**src/uart_defs.vh**
```
// Register indices, field positions, reset values and timing constants of the UART.
// Assumes the includer uses these as 8-bit register values and 3-bit indices.
// How it works
// The baud generator makes one sixteenth-bit tick per divisor period, so divisor = clock / (16 x rate).
// A six-bit fraction adds one extra clock to the tick period on average every 64/fraction ticks.
// With line_control at 0xBF, index 2 reaches enhanced_feature_control instead of fifo_control.
// Writing 0x10 to enhanced_feature_control turns on enhanced functions, the fraction among them.
// line_control 0x93 opens the divisor and extra registers and selects 8 data bits, no parity, 1 stop.
// While divisor access is open, index 1 is divisor_high_byte and index 0 is divisor_low_byte.
// While extra access is open, index 7 is divisor_fraction, the count of sixty-fourths.
// Writing 0x13 to line_control closes the special maps and keeps 8 bits, no parity, 1 stop.
// fifo_control 0x06 clears the receive and transmit FIFOs; a later 0x01 enables the FIFOs.
// With FIFOs on, a write to tx_holding at index 0 queues the byte and sending starts by itself.
// Software should set the divisor first, then the word format, then reset the FIFOs.
// Every register is eight bits wide and selected by a three-bit index.
`ifndef UART_DEFS_VH
`define UART_DEFS_VH

`define IDX_DATA        3'h0
`define IDX_DIV_HIGH    3'h1
`define IDX_FIFO_ENH    3'h2
`define IDX_LINE        3'h3
`define IDX_STATUS      3'h5
`define IDX_FRACTION    3'h7

`define LINE_ENH_KEY    8'hBF
`define LINE_DIV_BIT    7
`define LINE_EVEN_BIT   4
`define LINE_PAR_BIT    3
`define LINE_STOP_BIT   2
`define ENH_ON_BIT      4
`define FIFO_EN_BIT     0
`define FIFO_RXCLR_BIT  1
`define FIFO_TXCLR_BIT  2
`define STAT_THRE_BIT   5
`define STAT_TEMT_BIT   6

`define RST_LINE        8'h00
`define RST_ENH         8'h00
`define RST_DIV_LOW     8'h00
`define RST_DIV_HIGH    8'h00
`define RST_FRACTION    8'h00

`define OVERSAMPLE_LAST 4'hF
`define FRAC_W          6

`define RESP_OKAY       2'h0
`define RESP_SLVERR     2'h2

`endif

```
**src/uart_cfg.v**
```verilog
// UART configuration path and transmitter behind an AXI4-Lite register slave.
// Assumes a single ref_clk domain; the receiver lives elsewhere and takes rx_fifo_clear.
//
// Added by the designer: the AXI4-Lite interface to the registers.
`include "uart_defs.vh"
`default_nettype none

module uart_cfg #(
    parameter ADDR_W  = 5,
    parameter FIFO_LG = 7
) (
    input  wire              ref_clk,
    input  wire              rst_n,
    input  wire              ce,
    input  wire [ADDR_W-1:0] s_axi_awaddr,
    input  wire              s_axi_awvalid,
    output reg               s_axi_awready,
    input  wire [31:0]       s_axi_wdata,
    input  wire [3:0]        s_axi_wstrb,
    input  wire              s_axi_wvalid,
    output reg               s_axi_wready,
    output reg  [1:0]        s_axi_bresp,
    output reg               s_axi_bvalid,
    input  wire              s_axi_bready,
    input  wire [ADDR_W-1:0] s_axi_araddr,
    input  wire              s_axi_arvalid,
    output reg               s_axi_arready,
    output reg  [31:0]       s_axi_rdata,
    output reg  [1:0]        s_axi_rresp,
    output reg               s_axi_rvalid,
    input  wire              s_axi_rready,
    output reg               tx_out,
    output reg               rx_fifo_clear
);

    localparam DEPTH = 1 << FIFO_LG;
    localparam S_IDLE  = 3'd0;
    localparam S_START = 3'd1;
    localparam S_DATA  = 3'd2;
    localparam S_PAR   = 3'd3;
    localparam S_STOP  = 3'd4;

    reg [ADDR_W-1:0]  aw_q_r;
    reg [7:0]         wd_q_r;
    reg               wlane_r;
    reg [7:0]         line_control_r;
    reg [7:0]         enhanced_feature_control_r;
    reg [7:0]         divisor_low_byte_r;
    reg [7:0]         divisor_high_byte_r;
    reg [7:0]         divisor_fraction_r;
    reg               fifo_en_r;
    reg [7:0]         mem [0:DEPTH-1];
    reg [FIFO_LG:0]   wr_ptr_r;
    reg [FIFO_LG:0]   rd_ptr_r;
    reg [15:0]        bcnt_r;
    reg [15:0]        bcnt_nxt;
    reg [`FRAC_W-1:0] facc_r;
    reg [2:0]         state_r;
    reg [3:0]         sub_r;
    reg [2:0]         bit_r;
    reg               stop2_r;
    reg               par_r;
    reg [7:0]         shift_r;
    reg [7:0]         rd_byte;

    wire [2:0]  w_idx   = aw_q_r[4:2];
    wire        w_bad   = |(aw_q_r >> 5);
    wire [2:0]  r_idx   = s_axi_araddr[4:2];
    wire        r_bad   = |(s_axi_araddr >> 5);
    wire        wr_go   = ~s_axi_awready & ~s_axi_wready & ~s_axi_bvalid;
    wire        wr_en   = wr_go & wlane_r & ~w_bad;
    wire        rd_go   = s_axi_arvalid & s_axi_arready;
    wire        div_acc = line_control_r[`LINE_DIV_BIT];
    wire        enh_acc = (line_control_r == `LINE_ENH_KEY);
    wire        enh_on  = enhanced_feature_control_r[`ENH_ON_BIT];
    wire        ext_acc = div_acc & enh_on;
    wire [15:0] divisor = {divisor_high_byte_r, divisor_low_byte_r};

    wire [FIFO_LG:0] used  = wr_ptr_r - rd_ptr_r;
    wire             empty = (used == {(FIFO_LG+1){1'b0}});
    // Without the FIFO enabled the queue behaves as a single holding byte.
    wire             full  = fifo_en_r ? used[FIFO_LG] : ~empty;

    wire push = wr_en & (w_idx == `IDX_DATA) & ~div_acc & ~full;
    wire fifo_ctl_wr = wr_en & (w_idx == `IDX_FIFO_ENH) & ~enh_acc;
    wire tx_clr = fifo_ctl_wr & wd_q_r[`FIFO_TXCLR_BIT];
    wire pop = (state_r == S_IDLE) & ~empty & ~tx_clr;

    wire [`FRAC_W-1:0] frac_add = enh_on ? divisor_fraction_r[`FRAC_W-1:0] : {`FRAC_W{1'b0}};
    wire [`FRAC_W:0]   facc_sum = {1'b0, facc_r} + {1'b0, frac_add};
    wire               tick = (divisor != 16'h0000) & (bcnt_r == 16'h0000);
    wire               bit_end = tick & (sub_r == `OVERSAMPLE_LAST);

    wire [2:0] last_bit = {1'b1, line_control_r[1:0]};
    wire [7:0] dmask    = 8'hFF >> (2'h3 - line_control_r[1:0]);
    wire [7:0] head     = mem[rd_ptr_r[FIFO_LG-1:0]] & dmask;

    // AXI4-Lite write channel: address and data are taken in either order,
    // the register write happens once both are held, then the response.
    always @(posedge ref_clk or negedge rst_n)
    begin
        if (!rst_n)
        begin
            s_axi_awready <= 1'b1;
            s_axi_wready  <= 1'b1;
            s_axi_bvalid  <= 1'b0;
            s_axi_bresp   <= `RESP_OKAY;
            aw_q_r        <= {ADDR_W{1'b0}};
            wd_q_r        <= 8'h00;
            wlane_r       <= 1'b0;
        end
        else if (ce)
        begin
            if (s_axi_awvalid && s_axi_awready)
            begin
                aw_q_r        <= s_axi_awaddr;
                s_axi_awready <= 1'b0;
            end
            if (s_axi_wvalid && s_axi_wready)
            begin
                wd_q_r       <= s_axi_wdata[7:0];
                wlane_r      <= s_axi_wstrb[0];
                s_axi_wready <= 1'b0;
            end
            if (wr_go)
            begin
                s_axi_bvalid <= 1'b1;
                s_axi_bresp  <= w_bad ? `RESP_SLVERR : `RESP_OKAY;
            end
            if (s_axi_bvalid && s_axi_bready)
            begin
                s_axi_bvalid  <= 1'b0;
                s_axi_awready <= 1'b1;
                s_axi_wready  <= 1'b1;
            end
        end
    end

    // Configuration registers. The line_control value decides which register a
    // shared index reaches, so the write decode below always uses the value
    // held before this write.
    always @(posedge ref_clk or negedge rst_n)
    begin
        if (!rst_n)
        begin
            line_control_r             <= `RST_LINE;
            enhanced_feature_control_r <= `RST_ENH;
            divisor_low_byte_r         <= `RST_DIV_LOW;
            divisor_high_byte_r        <= `RST_DIV_HIGH;
            divisor_fraction_r         <= `RST_FRACTION;
            fifo_en_r                  <= 1'b0;
            rx_fifo_clear              <= 1'b0;
        end
        else if (ce)
        begin
            rx_fifo_clear <= 1'b0;
            if (wr_en)
            begin
                case (w_idx)
                    `IDX_DATA:
                    begin
                        if (div_acc)
                            divisor_low_byte_r <= wd_q_r;
                    end
                    `IDX_DIV_HIGH:
                    begin
                        if (div_acc)
                            divisor_high_byte_r <= wd_q_r;
                    end
                    `IDX_FIFO_ENH:
                    begin
                        if (enh_acc)
                            enhanced_feature_control_r <= wd_q_r;
                        else
                        begin
                            fifo_en_r     <= wd_q_r[`FIFO_EN_BIT];
                            rx_fifo_clear <= wd_q_r[`FIFO_RXCLR_BIT];
                        end
                    end
                    `IDX_LINE:
                        line_control_r <= wd_q_r;
                    `IDX_FRACTION:
                    begin
                        if (ext_acc)
                            divisor_fraction_r <= wd_q_r;
                    end
                    default:
                    begin
                    end
                endcase
            end
        end
    end

    // Read decode mirrors the write decode; unmapped indices read as zero.
    always @*
    begin
        rd_byte = 8'h00;
        case (r_idx)
            `IDX_DATA:
                rd_byte = div_acc ? divisor_low_byte_r : 8'h00;
            `IDX_DIV_HIGH:
                rd_byte = div_acc ? divisor_high_byte_r : 8'h00;
            `IDX_FIFO_ENH:
                rd_byte = enh_acc ? enhanced_feature_control_r : 8'h00;
            `IDX_LINE:
                rd_byte = line_control_r;
            `IDX_STATUS:
            begin
                rd_byte[`STAT_THRE_BIT] = empty;
                rd_byte[`STAT_TEMT_BIT] = empty & (state_r == S_IDLE);
            end
            `IDX_FRACTION:
                rd_byte = ext_acc ? divisor_fraction_r : 8'h00;
            default:
                rd_byte = 8'h00;
        endcase
    end

    always @(posedge ref_clk or negedge rst_n)
    begin
        if (!rst_n)
        begin
            s_axi_arready <= 1'b1;
            s_axi_rvalid  <= 1'b0;
            s_axi_rdata   <= 32'h00000000;
            s_axi_rresp   <= `RESP_OKAY;
        end
        else if (ce)
        begin
            if (rd_go)
            begin
                s_axi_arready <= 1'b0;
                s_axi_rvalid  <= 1'b1;
                s_axi_rdata   <= {24'h000000, r_bad ? 8'h00 : rd_byte};
                s_axi_rresp   <= r_bad ? `RESP_SLVERR : `RESP_OKAY;
            end
            else if (s_axi_rvalid && s_axi_rready)
            begin
                s_axi_rvalid  <= 1'b0;
                s_axi_arready <= 1'b1;
            end
        end
    end

    // Transmit queue. A byte written while the queue is full is dropped.
    always @(posedge ref_clk)
    begin
        if (ce && push)
            mem[wr_ptr_r[FIFO_LG-1:0]] <= wd_q_r;
    end

    always @(posedge ref_clk or negedge rst_n)
    begin
        if (!rst_n)
        begin
            wr_ptr_r <= {(FIFO_LG+1){1'b0}};
            rd_ptr_r <= {(FIFO_LG+1){1'b0}};
        end
        else if (ce)
        begin
            if (tx_clr)
                rd_ptr_r <= wr_ptr_r;
            else
            begin
                if (push)
                    wr_ptr_r <= wr_ptr_r + 1'b1;
                if (pop)
                    rd_ptr_r <= rd_ptr_r + 1'b1;
            end
        end
    end

    // Baud generator: one tick per 1/16 bit. The fraction is carried in an
    // accumulator so the long-run period is divisor + fraction/64 clocks,
    // at the price of one clock of jitter on individual ticks.
    always @*
    begin
        bcnt_nxt = bcnt_r - 16'h0001;
        if (divisor == 16'h0000)
            bcnt_nxt = 16'h0000;
        else if (bcnt_r == 16'h0000)
            bcnt_nxt = divisor - 16'h0001 + {15'h0000, facc_sum[`FRAC_W]};
    end

    always @(posedge ref_clk or negedge rst_n)
    begin
        if (!rst_n)
        begin
            bcnt_r <= 16'h0000;
            facc_r <= {`FRAC_W{1'b0}};
        end
        else if (ce)
        begin
            bcnt_r <= bcnt_nxt;
            if (tick)
                facc_r <= facc_sum[`FRAC_W-1:0];
        end
    end

    // Serialiser: start bit, 5 to 8 data bits LSB first, optional parity,
    // one or two stop bits, each lasting sixteen ticks.
    always @(posedge ref_clk or negedge rst_n)
    begin
        if (!rst_n)
        begin
            state_r <= S_IDLE;
            tx_out  <= 1'b1;
            sub_r   <= 4'h0;
            bit_r   <= 3'h0;
            stop2_r <= 1'b0;
            par_r   <= 1'b0;
            shift_r <= 8'h00;
        end
        else if (ce)
        begin
            if (tick)
                sub_r <= sub_r + 4'h1;
            case (state_r)
                S_IDLE:
                begin
                    tx_out <= 1'b1;
                    if (pop)
                    begin
                        shift_r <= head;
                        par_r   <= (^head) ^ ~line_control_r[`LINE_EVEN_BIT];
                        tx_out  <= 1'b0;
                        sub_r   <= 4'h0;
                        state_r <= S_START;
                    end
                end
                S_START:
                begin
                    if (bit_end)
                    begin
                        tx_out  <= shift_r[0];
                        shift_r <= shift_r >> 1;
                        bit_r   <= 3'h0;
                        state_r <= S_DATA;
                    end
                end
                S_DATA:
                begin
                    if (bit_end)
                    begin
                        bit_r   <= bit_r + 3'h1;
                        tx_out  <= shift_r[0];
                        shift_r <= shift_r >> 1;
                        if (bit_r == last_bit)
                        begin
                            stop2_r <= line_control_r[`LINE_STOP_BIT];
                            if (line_control_r[`LINE_PAR_BIT])
                            begin
                                tx_out  <= par_r;
                                state_r <= S_PAR;
                            end
                            else
                            begin
                                tx_out  <= 1'b1;
                                state_r <= S_STOP;
                            end
                        end
                    end
                end
                S_PAR:
                begin
                    if (bit_end)
                    begin
                        tx_out  <= 1'b1;
                        state_r <= S_STOP;
                    end
                end
                S_STOP:
                begin
                    if (bit_end)
                    begin
                        if (stop2_r)
                            stop2_r <= 1'b0;
                        else
                            state_r <= S_IDLE;
                    end
                end
                default:
                begin
                    state_r <= S_IDLE;
                    tx_out  <= 1'b1;
                end
            endcase
        end
    end

endmodule // uart_cfg

`default_nettype wire

```
**config.mk**
```make
export PLATFORM = sky130hd
export DESIGN_NAME = uart_cfg
export DESIGN_NICKNAME = d
export VERILOG_FILES = /design/src/uart_cfg.v
export VERILOG_INCLUDE_DIRS = /design/src
export SDC_FILE = /design/constraint.sdc
export NUM_CORES = 1
export LEC_CHECK = 0
export BUFFER_PORTS_ARGS = -buffer_cell sky130_fd_sc_hd__buf_2
export CAP_MARGIN = 10
export CORE_MARGIN = 1
export CORE_UTILIZATION = 42
export DETAILED_ROUTE_END_ITERATION = 7
export PLACE_DENSITY = 0.55
export SLEW_MARGIN = 20
export SYNTH_ARGS = -nofsm -noshare
export SYNTH_HDL_FRONTEND = slang
export SYNTH_SLANG_ARGS = --single-unit
export TNS_END_PERCENT = 100
```
**constraint.sdc**
```tcl
create_clock -name ref_clk -period 5.1 [get_ports ref_clk]
set_input_delay 1.02 -clock ref_clk [delete_from_list [all_inputs] [get_ports ref_clk]]
set_output_delay 1.02 -clock ref_clk [all_outputs]
set_load 0.01 [all_outputs]
```
# Word-level counts from Yosys, hierarchy flattened
# Memory sizes are Yosys's and may differ from the RTL's.
# Index checks and enable logic that the tools add are counted.
word_totals:
  register_bits: 128
  ramBits: 1024
  inputBits: 54
  word_cells: 192
  n_memories: 1
memory_table:
  columns: ["name", "words", "word_bits", "rd", "rd_ports_with_merged_regs", "wr", "line_no", "rtl"]
  rows:
  - ["mem", 128, 8, 1, 0, 1, "uart_cfg.v:52", "reg [7:0] mem [0:DEPTH-1];"]
classes:
  n_addsub: 10
  n_eq_ne: 24
  shifts: 1
  muxes: 57
  bitwise: 28
  n_reduce_logical: 44
ops:
  columns: ["op", "n"]
  rows:
  - ["8-bit two-way mux", 8]
  - ["16-bit zero test", 2]
  - ["16-bit two-way mux", 2]
  - ["16-bit by 1-bit subtractor with 16-bit output (second input constant)", 2]
  - ["3-bit two-way mux", 10]
  - ["4-bit AND reduction", 7]
  - ["1-bit two-way mux", 25]
  - ["5-bit case mux with 5 select lines", 1]
  - ["3-bit by 2-bit == test with 1-bit output (second input constant)", 6]
  - ["2-bit AND reduction", 9]
  - ["16-bit by 1-bit adder with 16-bit output", 1]
  - ["8-bit by 1-bit adder with 8-bit output (second input constant)", 2]
  - ["1-bit AND", 16]
  - ["8-bit case mux with 2 select lines", 1]
  - ["16-bit nonzero test", 1]
  - ["2-bit nonzero test", 8]
  - ["3-bit case mux with 5 select lines", 1]
  - ["2-bit inequality test (second input constant)", 7]
  - ["3-bit == test (second input constant)", 4]
  - ["4-bit two-way mux", 3]
  - ["2-bit case mux with 6 select lines", 1]
  - ["1-bit inverter", 10]
  - ["1-bit case mux with 5 select lines", 2]
  - ["5-bit AND reduction", 2]
  - ["23 further kinds", 33]

# Logic depth before layout (Yosys ltp)
logic_depth:
  depth_word: 11
  mapped_depth: 18

# Least setup slack after synthesis
# Ideal clock, no wire load.
synth_timing:
  kind: "register to register"
  startpoint: "register rd_ptr_r[2]"
  endpoint: "memory mem[104][0] (enable)"
  setup_time_ns: 0.370
  t_arrival_ns: 4.403
  t_required_ns: 4.730
  slack_ns: 0.326
  stages_incl_launch_ff: 19
  synth_period_minus_slack_ns: 4.774
  cell_sequence: "dfrtp_1 -> clkinv_1 -> buf_4 -> buf_4 -> buf_4 -> buf_6 -> buf_2 -> ha_1 -> o21a_1 -> o21a_1 -> o21a_1 -> o21ai_1 -> a21boi_0 -> or3_1 -> a221oi_2 -> buf_2 -> nand3b_1 -> clkbuf_1 -> nor2_1"
synth_via:
  elab_chain_len: 9
synth_rtl:
  columns: ["element", "line_no", "rtl"]
  rows:
  - ["from (decl)", "uart_cfg.v:54", "reg [FIFO_LG:0] rd_ptr_r;"]
  - ["from (signal assigned)", "uart_cfg.v:258", "rd_ptr_r <= {(FIFO_LG+1){1'b0}};"]
  - ["from (signal assigned)", "uart_cfg.v:263", "rd_ptr_r <= wr_ptr_r;"]
  - ["from (signal assigned)", "uart_cfg.v:269", "rd_ptr_r <= rd_ptr_r + 1'b1;"]
  - ["8-bit subtractor (*)", "uart_cfg.v:79", "wire [FIFO_LG:0] used = wr_ptr_r - rd_ptr_r;"]
  - ["8-bit zero test", "uart_cfg.v:80", "wire empty = (used == {(FIFO_LG+1){1'b0}});"]
  - ["1-bit inverter", "uart_cfg.v:82", "wire full = fifo_en_r ? used[FIFO_LG] : ~empty;"]
  - ["1-bit two-way mux (*)", "uart_cfg.v:82", null]
  - ["1-bit inverter (*)", "uart_cfg.v:84", "wire push = wr_en & (w_idx == `IDX_DATA) & ~div_acc & ~full;"]
  - ["1-bit AND (*)", "uart_cfg.v:84", null]
  - ["1-bit logical AND (*)", "uart_cfg.v:249", "if (ce && push)"]
  - ["1-bit two-way mux (*)", "uart_cfg.v:249", null]
  - ["1-bit two-way mux (implied by the code) (*)", "uart_cfg.v:250", "mem[wr_ptr_r[FIFO_LG-1:0]] <= wd_q_r;"]
  - ["to (decl)", "uart_cfg.v:52", null]
# Mark *: on every way between the ends. The rest lies on a longest branch, timed or not.

# Final worst setup path
layout_timing:
  startpoint: "register rd_ptr_r[1]"
  endpoint: "memory mem[68][5] (enable)"
# The elaborated chain is that of the path after synthesis.

==> metrics.csv <==
stage,metric,value,unit
sta,setup_slack,0.513,ns
finish,nNetsFinal,2739,
clock_network,h-tree-depth,3,
finish,finish.instance_area,53300,um^2
setup_path,cp_top_family,simple AND/OR/NAND/NOR gates,
placement,hpwl,70900,um
global_route,met2_usage,32.3,%
global_route,grt_pass1_vias,24800,
setup_path,worstSetupPathType,register to register,
setup_path,slowest_delay,0.73,ns
hold_path,hp-class,input pin to asynchronous set/reset pin,
setup_path,crit_path_top_delay_cell,nor2_1,
sta,slew_headroom,22.3,%
pwr,powerDensity,528,nW/um^2
global_route,grt_use_met1,29.8,%
sta,finalCritPeriodShare,89.9,%
sta,hold_violations,0,
pwr,p_leak,18.0,nW
placement,portBuffers,37,
die,top_level_ports,97,
logic_synthesis,synth.area.top_cells,"edfxtp_1, mux4_2, dfrtp_1",
route,drtIter0Drc,2193,
setup_path,worst-endpoint-arrival,4.91,ns
placement,dp_slack,0.584,ns
logic_synthesis,synth_top_area_share,65.2,%
pwr,ir_drop,327,uV
sta,hold_ws,0.425,ns
route,first_pass_iters,7,
logic_synthesis,ys.warnings.count,0,
route,drtAntennaViolNets,0,
sta,fin_setup_tns,0,ns
global_route,grt_max_degree,98,
finish,syn_to_final_growth,12.9,%
clock_network,cts_buffer_depth,3,
logic_synthesis,synth.distinct_cells,79,
sta,timing.fmax,218,MHz
route,routed_wl,115000,um
finish,fin_cells,4254,
die,coreArea,111000,um^2
global_route,overflow,0,
logic_synthesis,yosys.area.top_type,edfxtp_1,
placement,dpl_cell_area,49500,um^2
sta,slew_viol_final,0,
setup_path,cp-end-kind,register,
sta,fin_worst_skew,0.0413,ns
sta,finalSetupViolCount,0,
logic_synthesis,synth_edf_count,1024,
finish,fin_util,48.0,%
clock_network,post_cts_buffers,0,
finish,drive_gt1_share,25.8,%
run_status,status,completed,
clock_network,clock_latency,0.73,ns
die,die_area,114000,um^2
setup_path,cpMostUsedCell,o21a_1,
clock_network,clock-root-buffer,clkbuf_16,
global_route,antenna_found_initial,1,
global_route,grt_use_met3,3.32,%
die,start_util,42.5,%
setup_path,required,5.42,ns
route,via_per_inst,5.70,
global_route,busiest_layer,met2,
setup_path,crit_chain,"inv_2, ha_1, nor2b_1, o21a_1, o21a_1, o21a_1, o21ai_1, a21boi_0, or3_1, a221oi_2, buf_4, nand3_1, buf_4, nor2_1",
route,dr_total_vias,24300,
clock_network,clk_pin_slew,0.06,ns
sta,rsz0062_at_grt,no,
finish,diodes,0,
pwr,power.total,28.1,mW
finish,n_fill_cell,9236,
clock_network,ctsResizeCount,0,
route,wl_per_cell,27.1,um
logic_synthesis,yosys-top-cells-count,"edfxtp_1, mux4_2, nor2_1, nand2_1, dfrtp_1",
logic_synthesis,syn_area_per_cell,19.0,um^2
placement,place_inst,4031,
route,post-route-drc-count,0,
global_route,grt_pass1_wl,170000,um
logic_synthesis,synthMostInstantiatedCell,edfxtp_1,
setup_path,crit_fanout,15,
clock_network,hold_buffers,0,
setup_path,path_buf_inv,3,
clock_network,cts_tree,done,
sta,tightest_slew,1.15,ns
logic_synthesis,synth_cells,2484,
global_route,grt_usage,20.6,%
clock_network,cts_buffers,118,
flow_run,max_cap_violations,0,
placement,finalWeightedCongestion,0.866,
logic_synthesis,ys.flop_type,edfxtp_1,
die,num_rows,122,
setup_path,critPathLaunchType,register,
logic_synthesis,synth_area,47200,um^2
sta,fin_crit,4.59,ns
logic_synthesis,ys_ff_latch,1150,
logic_synthesis,yosysSeqAreaShare,71.9,%
clock_network,clock_sinks,1150,
die,die_h,337,um
die,die_w,337,um
logic_synthesis,synthArstFlopShare,11.0,%
-- cell type report --
| type | count | area (um^2) | area share [%] |
|---|---|---|---|
| Sequential cell | 1150 | 33900 | 63.7 |
| Multi-Input combinational cell | 1191 | 12200 | 23.0 |
| Clock buffer | 144 | 3110 | 5.84 |
| Tap cell | 1488 | 1860 | 3.49 |
| Timing Repair Buffer | 175 | 1330 | 2.49 |
| Clock inverter | 79 | 682 | 1.28 |
| Inverter | 27 | 104 | 0.195 |
-- worst register-to-register path, stage by stage (launching register included) --
cell and delay (ns):
dfrtp_4 0.62, inv_2 0.07, ha_1 0.29, nor2b_1 0.15, o21a_1 0.19, o21a_1 0.19
o21a_1 0.19, o21ai_1 0.22, a21boi_0 0.17, or3_1 0.41, a221oi_2 0.28, buf_4 0.26
nand3_1 0.14, buf_4 0.27, nor2_1 0.75
-- worst paths after layout --
check | from | to | slack, ns | depth (start not counted)
max | rd_ptr_r[1] | mem[68][5] | 0.51 | 14
min | rst_n | bcnt_r[6] | 0.43 | 1
max reg2reg | rd_ptr_r[1] | mem[68][5] | 0.51 | 14
min reg2reg | s_axi_rdata[6] | s_axi_rdata[6] | 0.48 | 2
max in group asynchronous | rst_n | s_axi_awready | 3.66 | 2
min in group ref_clk | s_axi_rdata[6] | s_axi_rdata[6] | 0.48 | 2
-- layer usage --
| metal | routed length [um] | vias up |
|---|---|---|
| met3 | 6280 | 177 |
| met2 | 54500 | 749 |
| met1 | 51300 | 13000 |
| met4 | 2950 | 0 |
| li1 | - | 10400 |
| met5 | 0 | - |
-- report_power, final --
part,internal [mW],leakage (nW),switching (mW)
clock network,4.84,1.85,3.62
logic,2.83,5.24,4.12
registers,11.7,10.9,0.976
-- placed cells by master, fill, tap and decap left out, drive strengths merged, types with 10 or more instances in the layout --
master and count:
xor2 15, nor2b 14, nor3 29, a21oi 42, clkinv 60, inv 31
mux2 68, o21ai 74, ha 21, a31oi 16, buf 175, mux4 291
xnor2 22, bufinv 10, o22ai 14, nor2 187, edfxtp 1024, mux2i 51
nand2 127, dfrtp 122, clkbuf 144, nand3 41, conb 28
-- flip-flops by register name (all words and copies together), names as in the netlist, 4 cells and up --
register and cells:
bcnt_r 16, divisor_fraction_r 8, divisor_high_byte_r 8, divisor_low_byte_r 8, enhanced_feature_control_r 8, facc_r 6, line_control_r 8, mem 1024
rd_ptr_r 8, s_axi_rdata 8, shift_r 8, sub_r 4, wd_q_r 8, wr_ptr_r 8
-- cell families after synthesis --
group | synth area share (%)
AOI/OAI and AO/OA | 3.17
xor gates and xnor gates | 0.782
adders and majority gates | 0.599
buffers and inverters | 2.38
DFF | 71.9
muxes | 16.8
other | 0.00795
and+or+nand+nor | 4.37
No activity file was read; power rests on OpenSTA's default activity.
